==> config.mk <==
export PLATFORM = sky130hd
export DESIGN_NAME = lle_core
export DESIGN_NICKNAME = d
export VERILOG_FILES = /design/src/core/lle_pkg.sv /design/src/core/lle_rx_dllp_force.sv /design/src/core/lle_credit_adjust.sv /design/src/core/lle_core.sv
export SDC_FILE = /design/constraint.sdc
export NUM_CORES = 1
export LEC_CHECK = 0
export BUFFER_PORTS_ARGS = -buffer_cell sky130_fd_sc_hd__buf_2
export CORE_UTILIZATION = 30
export DETAILED_ROUTE_END_ITERATION = 8
export GPL_TIMING_DRIVEN = 1
export PLACE_DENSITY = 0.55
export RECOVER_POWER = 25
export SYNTH_ARGS = -nofsm -noshare
export SYNTH_HDL_FRONTEND = slang
export SYNTH_SLANG_ARGS = --single-unit
==> constraint.sdc <==
create_clock -name clk_sys_in -period 8.3 [get_ports clk_sys_in]
set_input_delay 0 -clock clk_sys_in [delete_from_list [all_inputs] [get_ports clk_sys_in]]
set_output_delay 0 -clock clk_sys_in [all_outputs]
set_load 0.01 [all_outputs]
==> src/core/lle_pkg.sv <==
// Shared types and constants for link layer error injection
package lle_pkg;

  // ****************************************************************
  // Test vector span and widths
  // ****************************************************************
  localparam int VEC_LSB = 15;
  localparam int VEC_MSB = 28;
  localparam int SEQ_W   = 12;
  localparam int HDR_W   = 8;
  localparam int DATA_W  = 12;

  // ****************************************************************
  // Field encodings
  // ****************************************************************
  // Receive DLLP forcing selection
  localparam logic [1:0] RXF_NONE   = 2'h0;
  localparam logic [1:0] RXF_ACKNAK = 2'h1;
  localparam logic [1:0] RXF_PM     = 2'h2;
  localparam logic [1:0] RXF_FC     = 2'h3;
  // ACK to NAK substitution modes
  localparam logic [1:0] AN_NONE    = 2'h0;
  localparam logic [1:0] AN_SAME    = 2'h1;
  localparam logic [1:0] AN_INC     = 2'h2;
  localparam logic [1:0] AN_DEC     = 2'h3;
  // Transmit DLLP CRC corruption selection
  localparam logic [1:0] TXC_NONE   = 2'h0;
  localparam logic [1:0] TXC_PM     = 2'h1;
  localparam logic [1:0] TXC_FC     = 2'h2;
  localparam logic [1:0] TXC_ACK    = 2'h3;
  // Credit error codes
  localparam logic [4:0] UFC_NONE         = 5'h00;
  localparam logic [4:0] UFC_FIRST_SINGLE = 5'h01;
  localparam logic [4:0] CRD_POST_BOTH    = 5'h03;
  localparam logic [4:0] UFC_NEG_INDEX    = 5'h09;
  localparam logic [4:0] CRD_CPL_DATA_DEC = 5'h11;
  localparam logic [4:0] CRD_CPL_BOTH_DEC = 5'h12;
  localparam logic [4:0] UFC_FIRST_MIXED  = 5'h13;
  localparam logic [4:0] UFC_LAST         = 5'h18;

  // ****************************************************************
  // Types
  // ****************************************************************
  typedef enum logic [1:0] {
    DK_ACKNAK = 2'h0, DK_PM = 2'h1, DK_FC = 2'h2, DK_OTHER = 2'h3
  } lle_dllp_kind_t;

  typedef enum logic [1:0] {
    FC_POSTED = 2'h0, FC_NONPOSTED = 2'h1,
    FC_COMPLETION = 2'h2, FC_NONE = 2'h3
  } lle_fc_class_t;

  typedef enum logic [2:0] {
    ARM_IDLE = 3'h1, ARM_WAIT = 3'h2, ARM_DONE = 3'h4
  } lle_arm_t;

  // Test vector bits 28 down to 15
  typedef struct packed {
    logic [4:0] ufc;
    logic [1:0] dllp_crc;
    logic       lcrc;
    logic       ecrc;
    logic [1:0] acknak;
    logic       replay;
    logic [1:0] rx_dllp;
  } lle_test_t;

  typedef struct packed {
    logic [HDR_W-1:0]  hdr;
    logic [DATA_W-1:0] data;
  } lle_credit_t;

  typedef struct packed {
    lle_fc_class_t cls;
    lle_credit_t   cred;
  } lle_fc_upd_t;

  typedef struct packed {
    logic             nak;
    logic [SEQ_W-1:0] seq;
  } lle_ack_t;

  typedef struct packed {
    lle_fc_class_t cls;
    logic [1:0]    hdr;
    logic [1:0]    data;
  } lle_delta_t;

endpackage

==> src/core/lle_rx_dllp_force.sv <==
// One-shot forcing of a CRC error on the next received DLLP of the selected kind
`timescale 1ns/100ps
`default_nettype none
module lle_rx_dllp_force (
  // Clock and reset
  input  wire logic                    clk_sys_in,
  input  wire logic                    reset_in,
  // Selection
  input  wire logic                    enable_in,
  input  wire logic [1:0]              sel_in,
  // Received DLLP observation
  input  wire logic                    dllp_valid_in,
  input  wire lle_pkg::lle_dllp_kind_t dllp_kind_in,
  // Force pulse
  output logic                         force_out
);

  // Maps a selection code to the DLLP kind it names
  function automatic logic kind_match(input logic [1:0] sel,
                                      input lle_pkg::lle_dllp_kind_t k);
    case (sel)
      lle_pkg::RXF_ACKNAK: kind_match = (k == lle_pkg::DK_ACKNAK);
      lle_pkg::RXF_PM:     kind_match = (k == lle_pkg::DK_PM);
      lle_pkg::RXF_FC:     kind_match = (k == lle_pkg::DK_FC);
      default:             kind_match = 1'h0;
    endcase
  endfunction

  lle_pkg::lle_arm_t state;
  lle_pkg::lle_arm_t next_state;
  logic [1:0]        want;
  logic [1:0]        next_want;
  logic              next_force;

  always_comb begin
    next_state = state;
    next_want  = want;
    next_force = 1'h0;
    case (state)
      lle_pkg::ARM_IDLE: begin
        if (enable_in && sel_in != lle_pkg::RXF_NONE) begin
          next_state = lle_pkg::ARM_WAIT;
          next_want  = sel_in;
        end
      end
      lle_pkg::ARM_WAIT: begin
        if (!enable_in || sel_in != want) begin
          next_state = lle_pkg::ARM_IDLE;
        end else if (dllp_valid_in && kind_match(want, dllp_kind_in)) begin
          next_force = 1'h1;
          next_state = lle_pkg::ARM_DONE;
        end
      end
      lle_pkg::ARM_DONE: begin
        if (!enable_in || sel_in != want) begin
          next_state = lle_pkg::ARM_IDLE;
        end
      end
      default: next_state = lle_pkg::ARM_IDLE;
    endcase
  end

  // Registers the arming state
  always_ff @(posedge clk_sys_in) begin
    if (reset_in) begin
      state     <= lle_pkg::ARM_IDLE;
      want      <= lle_pkg::RXF_NONE;
      force_out <= 1'h0;
    end else begin
      state     <= next_state;
      want      <= next_want;
      force_out <= next_force;
    end
  end
endmodule
`default_nettype wire

==> src/core/lle_credit_adjust.sv <==
// Credit error injection on flow control updates
`timescale 1ns/100ps
`default_nettype none
module lle_credit_adjust (
  // Clock and reset
  input  wire logic                 clk_sys_in,
  input  wire logic                 reset_in,
  // Error code
  input  wire logic [4:0]           code_in,
  // Update from the receive buffer
  input  wire logic                 upd_valid_in,
  input  wire logic                 from_extract_in,
  input  wire lle_pkg::lle_fc_upd_t upd_in,
  // Update toward the transmitter
  output logic                      upd_valid_out,
  output lle_pkg::lle_fc_upd_t      upd_out
);

  // Decodes a code into class and header and data steps
  function automatic lle_pkg::lle_delta_t ufc_decode(input logic [4:0] c);
    lle_pkg::lle_delta_t d;
    logic [4:0] idx;
    logic [4:0] grp;
    logic [1:0] unit;
    d.cls  = lle_pkg::FC_NONE;
    d.hdr  = 2'h0;
    d.data = 2'h0;
    idx    = 5'h00;
    grp    = 5'h00;
    unit   = 2'h1;
    if (c >= lle_pkg::UFC_FIRST_SINGLE && c < lle_pkg::UFC_FIRST_MIXED) begin
      idx    = c - lle_pkg::UFC_FIRST_SINGLE;
      grp    = (idx / 5'h03) % 5'h03;
      unit   = (idx >= lle_pkg::UFC_NEG_INDEX) ? 2'h3 : 2'h1;
      d.cls  = lle_pkg::lle_fc_class_t'(grp[1:0]);
      d.hdr  = ((idx % 5'h03) != 5'h01) ? unit : 2'h0;
      d.data = ((idx % 5'h03) != 5'h00) ? unit : 2'h0;
    end else if (c >= lle_pkg::UFC_FIRST_MIXED && c <= lle_pkg::UFC_LAST) begin
      idx    = c - lle_pkg::UFC_FIRST_MIXED;
      grp    = idx >> 1;
      d.cls  = lle_pkg::lle_fc_class_t'(grp[1:0]);
      d.hdr  = idx[0] ? 2'h3 : 2'h1;
      d.data = idx[0] ? 2'h1 : 2'h3;
    end
    return d;
  endfunction

  lle_pkg::lle_delta_t  dlt;
  lle_pkg::lle_fc_upd_t next_upd;
  logic                 next_valid;

  always_comb begin
    dlt        = ufc_decode(code_in);
    next_valid = upd_valid_in;
    next_upd   = upd_in;
    if (upd_valid_in && from_extract_in && dlt.cls == upd_in.cls) begin
      next_upd.cred.hdr  = upd_in.cred.hdr +
                           {{(lle_pkg::HDR_W-2){dlt.hdr[1]}}, dlt.hdr};
      next_upd.cred.data = upd_in.cred.data +
                           {{(lle_pkg::DATA_W-2){dlt.data[1]}}, dlt.data};
    end
  end

  // Registers the outgoing update
  always_ff @(posedge clk_sys_in) begin
    if (reset_in) begin
      upd_valid_out <= 1'h0;
      upd_out       <= {lle_pkg::FC_NONE, 8'h00, 12'h000};
    end else begin
      upd_valid_out <= next_valid;
      upd_out       <= next_upd;
    end
  end
endmodule
`default_nettype wire

==> src/core/lle_core.sv <==
// Data link layer error injection driven by the test vector
`timescale 1ns/100ps
`default_nettype none
module lle_core #(
  parameter bit EIGHT_LANE = 1'h0
) (
  // Clock and reset
  input  wire logic                     clk_sys_in,
  input  wire logic                     reset_in,
  // Static test vector, bits 28 down to 15
  input  wire logic [lle_pkg::VEC_MSB:lle_pkg::VEC_LSB] test_vector_in,
  // Received DLLP observation
  input  wire logic                     rx_dllp_valid_in,
  input  wire lle_pkg::lle_dllp_kind_t  rx_dllp_kind_in,
  output logic                          rx_dllp_crc_force_out,
  // Retry buffer
  output logic                          replay_start_out,
  // Outgoing ACK
  input  wire logic                     tx_ack_valid_in,
  input  wire lle_pkg::lle_ack_t        tx_ack_in,
  output logic                          tx_ack_valid_out,
  output lle_pkg::lle_ack_t             tx_ack_out,
  // Outgoing TLP
  input  wire logic                     tx_tlp_valid_in,
  output logic                          tx_ecrc_corrupt_out,
  output logic                          tx_lcrc_corrupt_out,
  // Outgoing DLLP
  input  wire logic                     tx_dllp_valid_in,
  input  wire lle_pkg::lle_dllp_kind_t  tx_dllp_kind_in,
  output logic                          tx_dllp_crc_corrupt_out,
  // Flow control update
  input  wire logic                     fc_upd_valid_in,
  input  wire logic                     fc_from_extract_in,
  input  wire lle_pkg::lle_fc_upd_t     fc_upd_in,
  output logic                          fc_upd_valid_out,
  output lle_pkg::lle_fc_upd_t          fc_upd_out
);

  // ****************************************************************
  // Test vector fields
  // ****************************************************************
  lle_pkg::lle_test_t vec;
  logic               narrow;

  // Splits the vector and gates fields reserved on eight lanes
  // There they read as normal mode; the ECRC and credit error fields still act
  assign vec    = lle_pkg::lle_test_t'(test_vector_in);
  assign narrow = ~EIGHT_LANE;

  // Tells whether a transmitted DLLP kind is the one selected
  function automatic logic tx_match(input logic [1:0] sel,
                                    input lle_pkg::lle_dllp_kind_t k);
    case (sel)
      lle_pkg::TXC_PM:  tx_match = (k == lle_pkg::DK_PM);
      lle_pkg::TXC_FC:  tx_match = (k == lle_pkg::DK_FC);
      lle_pkg::TXC_ACK: tx_match = (k == lle_pkg::DK_ACKNAK);
      default:          tx_match = 1'h0;
    endcase
  endfunction

  // ****************************************************************
  // Receive DLLP forcing
  // ****************************************************************
  // arm on selection
  lle_rx_dllp_force u_rx_force (
    .clk_sys_in    (clk_sys_in),
    .reset_in      (reset_in),
    .enable_in     (narrow),
    .sel_in        (vec.rx_dllp),
    .dllp_valid_in (rx_dllp_valid_in),
    .dllp_kind_in  (rx_dllp_kind_in),
    .force_out     (rx_dllp_crc_force_out)
  );

  // ****************************************************************
  // Replay request
  // ****************************************************************
  logic replay_q;
  logic next_replay_q;
  logic next_replay_start;

  // A held bit must not replay again and again, so only its rise
  // counts; a bit already high as reset ends still starts one replay
  // rising edge starts
  always_comb begin
    next_replay_q     = vec.replay & narrow;
    next_replay_start = next_replay_q & ~replay_q;
  end

  // Registers the level and the start pulse
  always_ff @(posedge clk_sys_in) begin
    if (reset_in) begin
      replay_q         <= 1'h0;
      replay_start_out <= 1'h0;
    end else begin
      replay_q         <= next_replay_q;
      replay_start_out <= next_replay_start;
    end
  end

  // ****************************************************************
  // ACK to NAK substitution
  // ****************************************************************
  lle_pkg::lle_ack_t next_ack;
  logic              next_ack_valid;

  // Sequence numbers wrap at 12 bits, as the link counts them
  // NAK replaces ACK
  always_comb begin
    next_ack_valid = tx_ack_valid_in;
    next_ack       = tx_ack_in;
    if (tx_ack_valid_in && narrow) begin
      case (vec.acknak)
        lle_pkg::AN_SAME: begin
          next_ack.nak = 1'h1;
        end
        lle_pkg::AN_INC: begin
          next_ack.nak = 1'h1;
          next_ack.seq = tx_ack_in.seq + 12'h001;
        end
        lle_pkg::AN_DEC: begin
          next_ack.nak = 1'h1;
          next_ack.seq = tx_ack_in.seq - 12'h001;
        end
        default: next_ack = tx_ack_in;
      endcase
    end
  end

  // Registers the acknowledge toward the transmitter
  always_ff @(posedge clk_sys_in) begin
    if (reset_in) begin
      tx_ack_valid_out <= 1'h0;
      tx_ack_out       <= {1'h0, 12'h000};
    end else begin
      tx_ack_valid_out <= next_ack_valid;
      tx_ack_out       <= next_ack;
    end
  end

  // ****************************************************************
  // Transmit CRC corruption
  // ****************************************************************
  logic next_ecrc;
  logic next_lcrc;
  logic next_dllp_crc;

  // Marks packets that leave with a bad CRC
  // Strobes follow the packet by one cycle, as on the ACK path
  always_comb begin
    next_ecrc     = tx_tlp_valid_in & vec.ecrc;
    next_lcrc     = tx_tlp_valid_in & vec.lcrc & narrow;
    next_dllp_crc = tx_dllp_valid_in & narrow &
                    tx_match(vec.dllp_crc, tx_dllp_kind_in);
  end

  // Registers the corruption strobes
  always_ff @(posedge clk_sys_in) begin
    if (reset_in) begin
      tx_ecrc_corrupt_out     <= 1'h0;
      tx_lcrc_corrupt_out     <= 1'h0;
      tx_dllp_crc_corrupt_out <= 1'h0;
    end else begin
      tx_ecrc_corrupt_out     <= next_ecrc;
      tx_lcrc_corrupt_out     <= next_lcrc;
      tx_dllp_crc_corrupt_out <= next_dllp_crc;
    end
  end

  // ****************************************************************
  // Flow control credit errors
  // ****************************************************************
  // Only updates from extraction toward the application change
  // wrong credit values
  lle_credit_adjust u_credit (
    .clk_sys_in      (clk_sys_in),
    .reset_in        (reset_in),
    .code_in         (vec.ufc),
    .upd_valid_in    (fc_upd_valid_in),
    .from_extract_in (fc_from_extract_in),
    .upd_in          (fc_upd_in),
    .upd_valid_out   (fc_upd_valid_out),
    .upd_out         (fc_upd_out)
  );
endmodule
`default_nettype wire

; Yosys cells after proc, flatten, opt, wreduce, memory -nomap -nowiden
; Index checks and enable logic that the tools add are counted.
; W data, S select, Z words.
[totals]
ff_bits = 48
inputBits = 61
out_inout_bits = 42
[classes]
n_addsub = 6
div_mod_pow = 3
order_cmp = 5
n_eq_ne = 22
n_mux = 21
bitwise_logic = 6
reduce_logical = 13
[ops]
columns = op, count
row1 = $pmux W12 S2, 1
row2 = $mux W20, 1
row3 = $eq A2 B2 Y1 const B, 8
row4 = $mux W13, 1
row5 = $add A12 B1 Y12 const B, 1
row6 = $add A12 B12 Y12, 1
row7 = $mux W3, 4
row8 = $mux W6, 2
row9 = $sub A12 B1 Y12 const B, 1
row10 = $eq A2 B1 Y1 const B, 5
row11 = $mod A5 B2 Y5 const B, 2
row12 = $mux W2, 5
row13 = $pmux W3 S3, 1
row14 = $add A8 B8 Y8, 1
row15 = $pmux W1 S3, 2
row16 = $reduce_or A3 Y1, 2
row17 = $div A5 B2 Y5 const B, 1
row18 = $ge A5 B1 Y1 const B, 1
row19 = $ge A5 B4 Y1 const B, 1
row20 = $ge A5 B5 Y1 const B, 1
row21 = $le A5 B5 Y1 const B, 1
row22 = $logic_and A1 B1 Y1, 5
row23 = $lt A5 B5 Y1 const B, 1
row24 = $ne A5 B1 Y1 const B, 1
row25 = 17 further kinds, 26

; Longest topological paths before layout
; Gate-level depths: netlist of run 1.
[depth]
depth_word = 8
depth_mapped = 35

; Cells and area by module
; A second synthesis of run 1 with hierarchy kept.
[hier_totals]
hier_cells = 513
hier_area_um2 = 4221.5
[modules_own_cells]
columns = mod, n_inst, cells_each, area_each_um2
row1 = lle_credit_adjust, 1, 346, 2817.7
row2 = lle_core, 1, 129, 1053.5
row3 = lle_rx_dllp_force, 1, 38, 350.3

; Worst setup path after synthesis of run 1
; Ideal clock, no wire load.
[synth_timing]
path_kind = input to register
startpoint = input port test_vector_in[24] in the netlist's numbering
endpoint = register u_credit.upd_out[11] in the netlist's numbering
setup_time_ns = 0.123
arrival_time_ns = 6.630
required_time_ns = 8.177
setup_slack_ns = 1.547
cell_stages = 33
path_buffers = 4
cell_sequence = buf_6 inv_1 ha_1 buf_4 xor2_1 o22ai_2 ha_1 clkbuf_1 or4b_1 o21ai_1 a21oi_1 o311a_1 clkbuf_1 nand3_1 xnor2_1 inv_1 ha_1 a2111oi_4 nand4_1 a211o_1 and2_1 ha_1 a21o_1 a21oi_1 o21bai_1 a21oi_1 o21bai_1 a21oi_1 o21ai_0 or4_1 a22o_1 nand3_2 mux2_1
[synth_between]
elab_chain_cells = 7
word_cells_on_any_way = 22
classes_between = 3 x add/sub / 3 x div / 5 x order compare / 1 x eq/ne / 6 x mux / 4 x reduce/logical
[synth_rtl]
columns = item, line_no
row1 = "start, declared", lle_core.sv:11  ; input wire logic [lle_pkg::VEC_MSB:lle_pkg::VEC_LSB] test_vector_in,
row2 = $sub A5 B1 Y5 (tied with other cells), lle_credit_adjust.sv:32  ; idx = c - lle_pkg::UFC_FIRST_SINGLE;
row3 = $div A5 B2 Y5 (tied with other cells), lle_credit_adjust.sv:33  ; grp = (idx / 5'h03) % 5'h03;
row4 = $mod A5 B2 Y5 (tied with other cells), lle_credit_adjust.sv:33
row5 = $mux W6 *, lle_credit_adjust.sv:31  ; if (c >= lle_pkg::UFC_FIRST_SINGLE && c < lle_pkg::UFC_FIRST_MIXED) begin
row6 = $eq A2 B2 Y1 or $mux W6 (tied branches), "lle_credit_adjust.sv:56, lle_credit_adjust.sv:31"
row7 = $logic_and A1 B1 Y1 or $add A12 B12 Y12 (tied branches), "lle_credit_adjust.sv:56, lle_credit_adjust.sv:59"
row8 = $mux W20 *, lle_credit_adjust.sv:56  ; if (upd_valid_in && from_extract_in && dlt.cls == upd_in.cls) begin
row9 = "end signal, assigned", lle_credit_adjust.sv:68  ; upd_out <= {lle_pkg::FC_NONE, 8'h00, 12'h000};
row10 = "end signal, assigned", lle_credit_adjust.sv:71  ; upd_out <= next_upd;
row11 = "end, declared", lle_credit_adjust.sv:16  ; output lle_pkg::lle_fc_upd_t upd_out
; Mark *: on every way between the ends. The rest lies on a longest branch, timed or not.
; A chain may end at the register's enable or synchronous reset.

; Worst setup path in the final report of run 1
[layout_timing]
startpoint = input port test_vector_in[25] in the netlist's numbering
endpoint = register u_credit.upd_out[11] in the netlist's numbering
; The elaborated chain is that of the path after synthesis.

==> impl_metrics.tcl, run 1 <==
set metrics [dict create \
    cp_data_required_time_ns 8.47 \
    p_comb_share_pct 42.6 \
    track_usage_pct 15.3 \
    maxSlewHeadroom_pct 34.3 \
    cts_max_level 2 \
    dp_hpwl_microns 8400 \
    cp_max_fo 14 \
    switchingPower_w 0.000312 \
    status "finished with violations" \
    min_period_over_period_pct 87.6 \
    p_int_w 0.000593 \
    ys_types 73 \
    cts_buffers 5 \
    p_sw_share_pct 34.5 \
    die_h_microns 120 \
    postRouteAntennaNets 0 \
    reg2reg_slack_ns 6.49 \
    grt_overflow 0 \
    cp-end-kind "register" \
    io_pins 103 \
    final_common_cell "buf_2" \
    timing.max_cap.violations 0 \
    antenna_found_initial 0 \
    synth_edf_count 0 \
    die-area_sq_um 14500 \
    synth-seq-area-share_pct 22.9 \
    synth_seq_cells 48 \
    die_w_microns 120 \
    cts_resized 0 \
    hold_buffers 35 \
    finalSetupViolCount 0 \
    fin_skew_ns 0.000441 \
    synthArstFlopShare_pct 0 \
    fmax_ghz 0.137 \
    synth_cells 516 \
    syn_to_final_growth_pct 27.3 \
    wl_per_cell_microns 13.5 \
    instances_no_fill 818 \
    cts_sinks 48 \
    nets 749 \
    core_sq_um 13500 \
    clk-insertion-delay-late_ns 0.29 \
    p_seq_share_pct 28.1 \
    mostFrequentLayoutCells "80 x buf_2, 55 x nor2_1, 48 x dfxtp_1" \
    n_antenna_cell 0 \
    yosysWarnings 0 \
    synth_nets 624 \
    drv_slew 0 \
    fin_crit_ns 7.27 \
    slowest_stage "a2111oi_4" \
    vias 4167 \
    hold_viol_final 1 \
    ir_worst_vdd_uv 93.0 \
    cts_setup_buffers 0 \
    hp-class "primary input to register" \
    ys.flop_type "dfxtp_1" \
    place_congestion 0.875 \
    worst_setup_path_start_kind "primary input" \
    p_leak_nw 2.34 \
    tightest_slew_ns 0.977 \
    clockBufferDepth 2 \
    drc 0 \
    cp_slowest_stage_delay_ns 0.66 \
    viasPerCell 5.09 \
    violations "hold timing" \
    finalPower_w 0.000906 \
    clkTransAtPathRegs_ns 0.07 \
    start_util_pct 31.3 \
    grt_pass1_vias 4086 \
    power_density_nw_per_um2 169 \
    rows 42 \
    portBuffers 102 \
    placedCellCount 775 \
    clock_power_share_pct 29.2 \
    syn_area_sq_um 4200 \
    rsz0062_at_grt "false" \
    final.setup.tns_ns 0 \
    dr.pass1.iters 4 \
    path_class "primary input to register" \
    syn_avg_cell_area_sq_um 8.15 \
    cts_tree "yes" \
    whs_ns -0.00423 \
    totalWireLength_microns 11000 \
    grt_max_degree 51 \
    drt_iter0_drc 225 \
    final_layout_size_suffix_gt1_share_pct 17.3 \
    arrival_ns 7.45 \
    cts_root_buf "clkbuf_16" \
    grt_pass1_wl_microns 18400 \
]
-- cell usage after synthesis (6+ instances only) --
cell      number  share of area (%)
nor2_1        55                4.9
dfxtp_1       48                 23
ha_1          44                 13
a21oi_1       39                4.6
inv_1         33                2.9
o21ai_0       31                3.7
nand2_1       26                2.3
xnor2_1       23                4.8
mux2i_1       20                4.8
nor3_1        15                1.8
nor2b_1       12                1.8
clkbuf_1      10               0.89
a21o_1         9                1.6
nand3_1        7               0.83
xor2_1         7                1.5
nand4_1        6               0.89
-- worst max-delay path, delay by kind of cell --
kind	cells	cell delay [ns]
AOI/OAI and AO/OA	14	3.06
xor gates and xnor gates	2	0.45
adders and majority gates	4	1.41
buffers and inverters	3	0.40
muxes	1	0.32
and+or+nand+nor	6	1.78
-- kinds of logic after synthesis --
group | after synthesis | share of synthesized area (%)
AOI/OAI and AO/OA | 149 | 24.9
xor gates and xnor gates | 30 | 6.25
adders and majority gates | 47 | 14.5
buffers and inverters | 55 | 5.77
DFF | 48 | 22.9
muxes | 22 | 5.30
and+or+nand+nor | 165 | 20.4
-- flip-flops by register name (all words and copies together) (netlist names) --
name                     count
replay_q                     1
replay_start_out             1
tx_ack_out                  13
tx_ack_valid_out             1
tx_dllp_crc_corrupt_out      1
tx_ecrc_corrupt_out          1
tx_lcrc_corrupt_out          1
u_credit.upd_out            22
u_credit.upd_valid_out       1
u_rx_force.force_out         1
u_rx_force.state             3
u_rx_force.want              2
-- layer usage --
layer  up-vias  wire (microns)  global-route usage, %
met4         0             139                   3.24
met3        14             557                   2.41
met5         -               0                      0
met2       114            5330                   27.5
li1       2128               -                      -
met1      1911            5000                   19.2
-- worst paths after layout --
path / startpoint / end / cells past startpoint
max reg2reg: u_rx_force.want[0]$_SDFFE_PP0P_ / u_rx_force.state[1]$_SDFFE_PP0P_ / 4
max: test_vector_in[25] / u_credit.upd_out[11]$_SDFF_PP0_ / 30
min: tx_ack_in[0] / tx_ack_out[0]$_SDFF_PP0_ / 3
min reg2reg: replay_q$_SDFF_PP0_ / replay_start_out$_SDFF_PP0_ / 1
-- power groups by stage --
stage | Clock [W] | Combinational (W) | Sequential, W
2_1_floorplan | 0 | 0.000275 | 0.000268
3_3_place_gp | 0 | 0.000365 | 0.000259
3_5_place_dp | 0 | 0.000373 | 0.000259
4_1_cts | 0.000272 | 0.000389 | 0.000254
5_1_grt | 0.000280 | 0.000434 | 0.000257
6_report | 0.000265 | 0.000386 | 0.000255
-- layout make-up --
class	instances	area, sq um
tap	176	220
timing repair buffer	139	848
clock buffer	5	125
multi-input combinational	413	3000
sequential	48	961
inverter	34	128
fill	1420	8100
clock inverter	3	68.8
-- per-stage QoR --
stage / hold WS (ns) / cell area [sq um] / util, % / setup WS (ns)
detailed placement: 0.249 / 4830 / 35.9 / 0.779
global route: 0.0289 / 5350 / 39.8 / 0.417
global placement: 0.241 / 4830 / 35.9 / 1.02
CTS: 0.00128 / 5380 / 40.0 / 1.07
floorplan: 0.0791 / 4200 / - / 1.55
finish: -0.00423 / 5350 / 39.8 / 1.03
Power figures use the tool's default switching activity.
==> run 2: changes to the inputs <==
==> constraint.sdc (replaced) <==
create_clock -name clk_sys_in -period 9 [get_ports clk_sys_in]
set_input_delay 0 -clock clk_sys_in [delete_from_list [all_inputs] [get_ports clk_sys_in]]
set_output_delay 0 -clock clk_sys_in [all_outputs]
set_load 0.01 [all_outputs]
==> impl_metrics.tcl, run 2 (synthesis results as in run 1) <==
set metrics [dict create \
    tightest_slew_ns 2.14 \
    largest-register "u_credit.upd_out" \
    finalPower_w 0.000831 \
    grt_pass1_vias 4125 \
    postRouteAntennaNets 0 \
    cp-end-kind "register" \
    clockBufferDepth 2 \
    clk-insertion-delay-late_ns 0.28 \
    dr.pass1.iters 4 \
    finalSetupViolCount 0 \
    antenna_found_initial 0 \
    min_period_over_period_pct 83.8 \
    ir_worst_vdd_uv 78.0 \
    cts_max_level 2 \
    power_density_nw_per_um2 157 \
    rsz0062_at_grt "false" \
    track_usage_pct 15.0 \
    top_regs "u_credit.upd_out: 22 flops, tx_ack_out: 13 flops, u_rx_force.state: 3 flops" \
    final_common_cell "buf_2" \
    status "finished with violations" \
    drt_iter0_drc 196 \
    clkTransAtPathRegs_ns 0.07 \
    grt_overflow 0 \
    drv_slew 51 \
    maxSlewHeadroom_pct -42.8 \
    fmax_ghz 0.133 \
    cts_sinks 48 \
    p_leak_nw 2.32 \
    viasPerCell 5.11 \
    die_w_microns 120 \
    die_h_microns 120 \
    grt_max_degree 51 \
    holdCritStartpoint "tx_ack_in[7]" \
    n_antenna_cell 0 \
    worst_setup_path_start_kind "primary input" \
    cp_data_required_time_ns 9.17 \
    critPathLaunch "test_vector_in[24]" \
    nets 744 \
    totalWireLength_microns 10800 \
    r2r_start "u_rx_force.want[0]$_SDFFE_PP0P_" \
    syn_to_final_growth_pct 26.2 \
    start_util_pct 31.3 \
    timing.max_cap.violations 1 \
    core_sq_um 13500 \
    cts_root_buf "clkbuf_16" \
    rows 42 \
    fin_crit_ns 7.54 \
    cts_tree "yes" \
    violations "capacitance limit, slew limit" \
    io_pins 103 \
    cts_buffers 5 \
    die-area_sq_um 14500 \
    cts_resized 0 \
    cp_slowest_stage_delay_ns 0.63 \
    path_class "primary input to register" \
    vias 4155 \
    portBuffers 102 \
    hp-class "primary input to register" \
    fin_skew_ns 0.000664 \
    drc 0 \
    slowest_stage "a2111oi_4" \
    wl_per_cell_microns 13.3 \
    largest_reg_flops 22 \
    final_layout_size_suffix_gt1_share_pct 17.1 \
    arrival_ns 7.71 \
    mostFrequentLayoutCells "80 x buf_2, 55 x nor2_1, 48 x dfxtp_1" \
    cp_max_fo 24 \
    place_congestion 0.846 \
    grt_pass1_wl_microns 18300 \
    final.setup.tns_ns 0 \
    hold_viol_final 0 \
    dp_hpwl_microns 8240 \
]
-- run 2: layout make-up --
| class | instances | area, sq um |
|---|---|---|
| clock inverter | 3 | 68.8 |
| clock buffer | 5 | 125 |
| tap | 176 | 220 |
| fill | 1410 | 8150 |
| sequential | 48 | 961 |
| multi-input combinational | 413 | 3000 |
| timing repair buffer | 134 | 803 |
| inverter | 34 | 128 |
-- run 2: metal layers --
| metal | share of wire, % | vias to the layer above | track usage (%) |
|---|---|---|---|
| met3 | 4.5 | 15 | 2.74 |
| met2 | 47 | 96 | 27.0 |
| met4 | 0.97 | 0 | 2.24 |
| met1 | 47 | 1930 | 19.0 |
| li1 | - | 2114 | - |
| met5 | 0 | - | 0 |
-- run 2: worst paths after layout --
path,slack (ns),endpoint,depth (start not counted)
setup / recovery,1.46,u_credit.upd_out[11]$_SDFF_PP0_,30
hold / removal,0.006,tx_ack_out[7]$_SDFF_PP0_,3
setup reg to reg,7.20,u_rx_force.state[1]$_SDFFE_PP0P_,4
hold reg to reg,0.39,replay_start_out$_SDFF_PP0_,1
-- run 2: critical path, delay by kind of cell --
family,cells,cell delay [ns]
buf+inv,4,0.79
fa+ha+maj,4,1.36
xor+xnor,2,0.49
mux,1,0.33
compound gates,13,2.95
simple gates,6,1.77
-- run 2: repair_timing --
action | 4_1_cts | 5_1_grt
hold buffers | 32 | 0
setup buffers | 0 | 0
endpoints found under the hold margin | 30 | 0
-- run 2: where the power goes --
| part | internal (W) | leakage (nW) | total, W | switching (W) |
|---|---|---|---|---|
| sequential | 0.000229 | 0.399 | 0.000234 | 0.00000529 |
| combinational | 0.000157 | 1.83 | 0.000352 | 0.000195 |
| clock | 0.000160 | 0.0944 | 0.000245 | 0.0000846 |
-- run 2: through the flow --
stage	hold slack (ns)	setup slack, ns	cell area [sq um]	std cells	util, %
finish	0.00594	1.46	5310	813	39.4
global route	0.0257	0.813	5310	813	39.4
CTS	0.00208	1.47	5330	813	39.6
detailed placement	0.252	1.19	4820	773	35.8
global placement	0.241	1.47	4820	773	35.8
floorplan	0.0791	2.25	4200	516	-
==> run 3: changes to the inputs <==
==> constraint.sdc (replaced) <==
create_clock -name clk_sys_in -period 7.1 [get_ports clk_sys_in]
set_input_delay 0 -clock clk_sys_in [delete_from_list [all_inputs] [get_ports clk_sys_in]]
set_output_delay 0 -clock clk_sys_in [all_outputs]
set_load 0.01 [all_outputs]
==> impl_metrics.tcl, run 3 (synthesis results as in run 1) <==
set metrics [dict create \
    grt_pass1_vias 4081 \
    rsz0062_at_grt "false" \
    postRouteAntennaNets 0 \
    track_usage_pct 15.4 \
    drv_slew 51 \
    maxSlewHeadroom_pct -44.3 \
    grt_max_degree 51 \
    portBuffers 102 \
    antenna_found_initial 1 \
    die_h_microns 120 \
    dp_hpwl_microns 8750 \
    cp_common_cell "a21oi_1" \
    grtUsageMet3_pct 2.50 \
    whs_ns 0.00242 \
    syn_to_final_growth_pct 29.8 \
    timing.max_cap.violations 1 \
    top_regs "u_credit.upd_out: 22 flops, tx_ack_out: 13 flops, u_rx_force.state: 3 flops" \
    arrival_ns 6.48 \
    cts_sinks 48 \
    largest_reg_flops 22 \
    core_sq_um 13500 \
    cp_data_required_time_ns 7.27 \
    met1_usage_pct 19.4 \
    final.setup.tns_ns 0 \
    violations "capacitance limit, slew limit" \
    hp-class "primary input to register" \
    placedCellCount 791 \
    top_usage_layer "met2" \
    cp-end-kind "register" \
    dr.pass1.iters 5 \
    p_leak_nw 2.41 \
    instances_no_fill 834 \
    cts_tree "yes" \
    clockBufferDepth 2 \
    drc 0 \
    vias 4219 \
    ir_worst_vdd_uv 105 \
    io_pins 103 \
    status "finished with violations" \
    fin_crit_ns 6.30 \
    wl_per_cell_microns 13.5 \
    path_class "primary input to register" \
    cts_root_buf "clkbuf_16" \
    grt_pass1_wl_microns 18500 \
    nets 764 \
    final_layout_size_suffix_gt1_share_pct 19.3 \
    fin_skew_ns 0.000450 \
    die-area_sq_um 14500 \
    hold_viol_final 0 \
    final_common_cell "buf_2" \
    cp_max_fo 15 \
    min_period_over_period_pct 88.8 \
    grt_overflow 0 \
    rows 42 \
    worst_setup_path_start_kind "primary input" \
    power_density_nw_per_um2 191 \
    met2_usage_pct 27.9 \
    slowest_stage "or4_4" \
    cts_buffers 5 \
    largest-register "u_credit.upd_out" \
    fmax_ghz 0.159 \
    cts_max_level 2 \
    cp_slowest_stage_delay_ns 0.57 \
    finalPower_w 0.00104 \
    clkTransAtPathRegs_ns 0.07 \
    finalSetupViolCount 0 \
    viasPerCell 5.06 \
    start_util_pct 31.3 \
    die_w_microns 120 \
    tightest_slew_ns 2.16 \
    drt_iter0_drc 311 \
    place_congestion 0.843 \
    totalWireLength_microns 11200 \
    mostFrequentLayoutCells "80 x buf_2, 55 x nor2_1, 48 x dfxtp_1" \
    clk-insertion-delay-late_ns 0.28 \
]
## run 3: changes by cell type in the layout (fill, tap and decap cells not counted), sizes merged
| cell | previous run | this run |
|---|---|---|
| buf | 80 | 98 |
| clkinv | 1 | 3 |
| dlygate4sd3 | 32 | 34 |
| bufinv | 2 | 1 |
| diode | 0 | 1 |
| inv | 34 | 33 |
## run 3: final cells by class
| cell class | count | area, sq um |
|---|---|---|
| well taps | 176 | 220 |
| flip-flops and latches | 48 | 961 |
| inverters | 34 | 128 |
| multi-input cells | 413 | 3000 |
| diodes | 1 | 2.50 |
| fillers | 1399 | 8000 |
| clock buffers | 5 | 125 |
| repair buffers | 154 | 971 |
| clock inverters | 3 | 47.5 |
## run 3: path summary, 6_finish.rpt
kind | startpoint | to | slack [ns] | cells after the start
worst min register to register | replay_q$_SDFF_PP0_ | replay_start_out$_SDFF_PP0_ | 0.40 | 1
worst min-delay path | fc_upd_in[13] | u_credit.upd_out[13]$_SDFF_PP0_ | 0.002 | 3
worst max-delay path | test_vector_in[24] | u_credit.upd_out[11]$_SDFF_PP0_ | 0.80 | 30
worst max register to register | u_rx_force.want[1]$_SDFFE_PP0P_ | u_rx_force.state[2]$_SDFFE_PP0P_ | 5.30 | 4
## run 3: stage by stage
stage	worst slack (ns)	area, sq um	utilization [%]
floorplan	0.347	4200	-
global placement	0.623	4970	36.9
detailed placement	0.509	4970	36.9
CTS	0.795	5480	40.7
global route	0.234	5460	40.6
finish	0.797	5460	40.6
## run 3: power breakdown
group | switching, W | internal, W | leakage [nW]
Combinational | 0.000254 | 0.000218 | 1.93
Sequential | 0.00000686 | 0.000290 | 0.399
Clock | 0.000103 | 0.000167 | 0.0840
Total | 0.000364 | 0.000675 | 2.41
## run 3: metal layers
| layer | up-vias | part of all wire, % |
|---|---|---|
| li1 | 2150 | - |
| met1 | 1945 | 46 |
| met2 | 113 | 48 |
| met3 | 11 | 4.9 |
| met4 | 0 | 1.1 |
| met5 | - | 0 |
## run 3: worst max-delay path, delay by kind of cell
kind                     cells  cell delay [ns]
multiplexers                 1             0.32
buffers and inverters        4             0.51
adder cells (fa/ha/maj)      3             0.79
AO/OA/AOI/OAI               15             3.05
AND/OR/NAND/NOR              7             1.80
## run 3: repair_timing
action | in CTS | in global routing
hold endpoints to repair | 32 | 0
setup buffers | 0 | 0
hold buffers | 34 | 0
resized for setup | 0 | 0
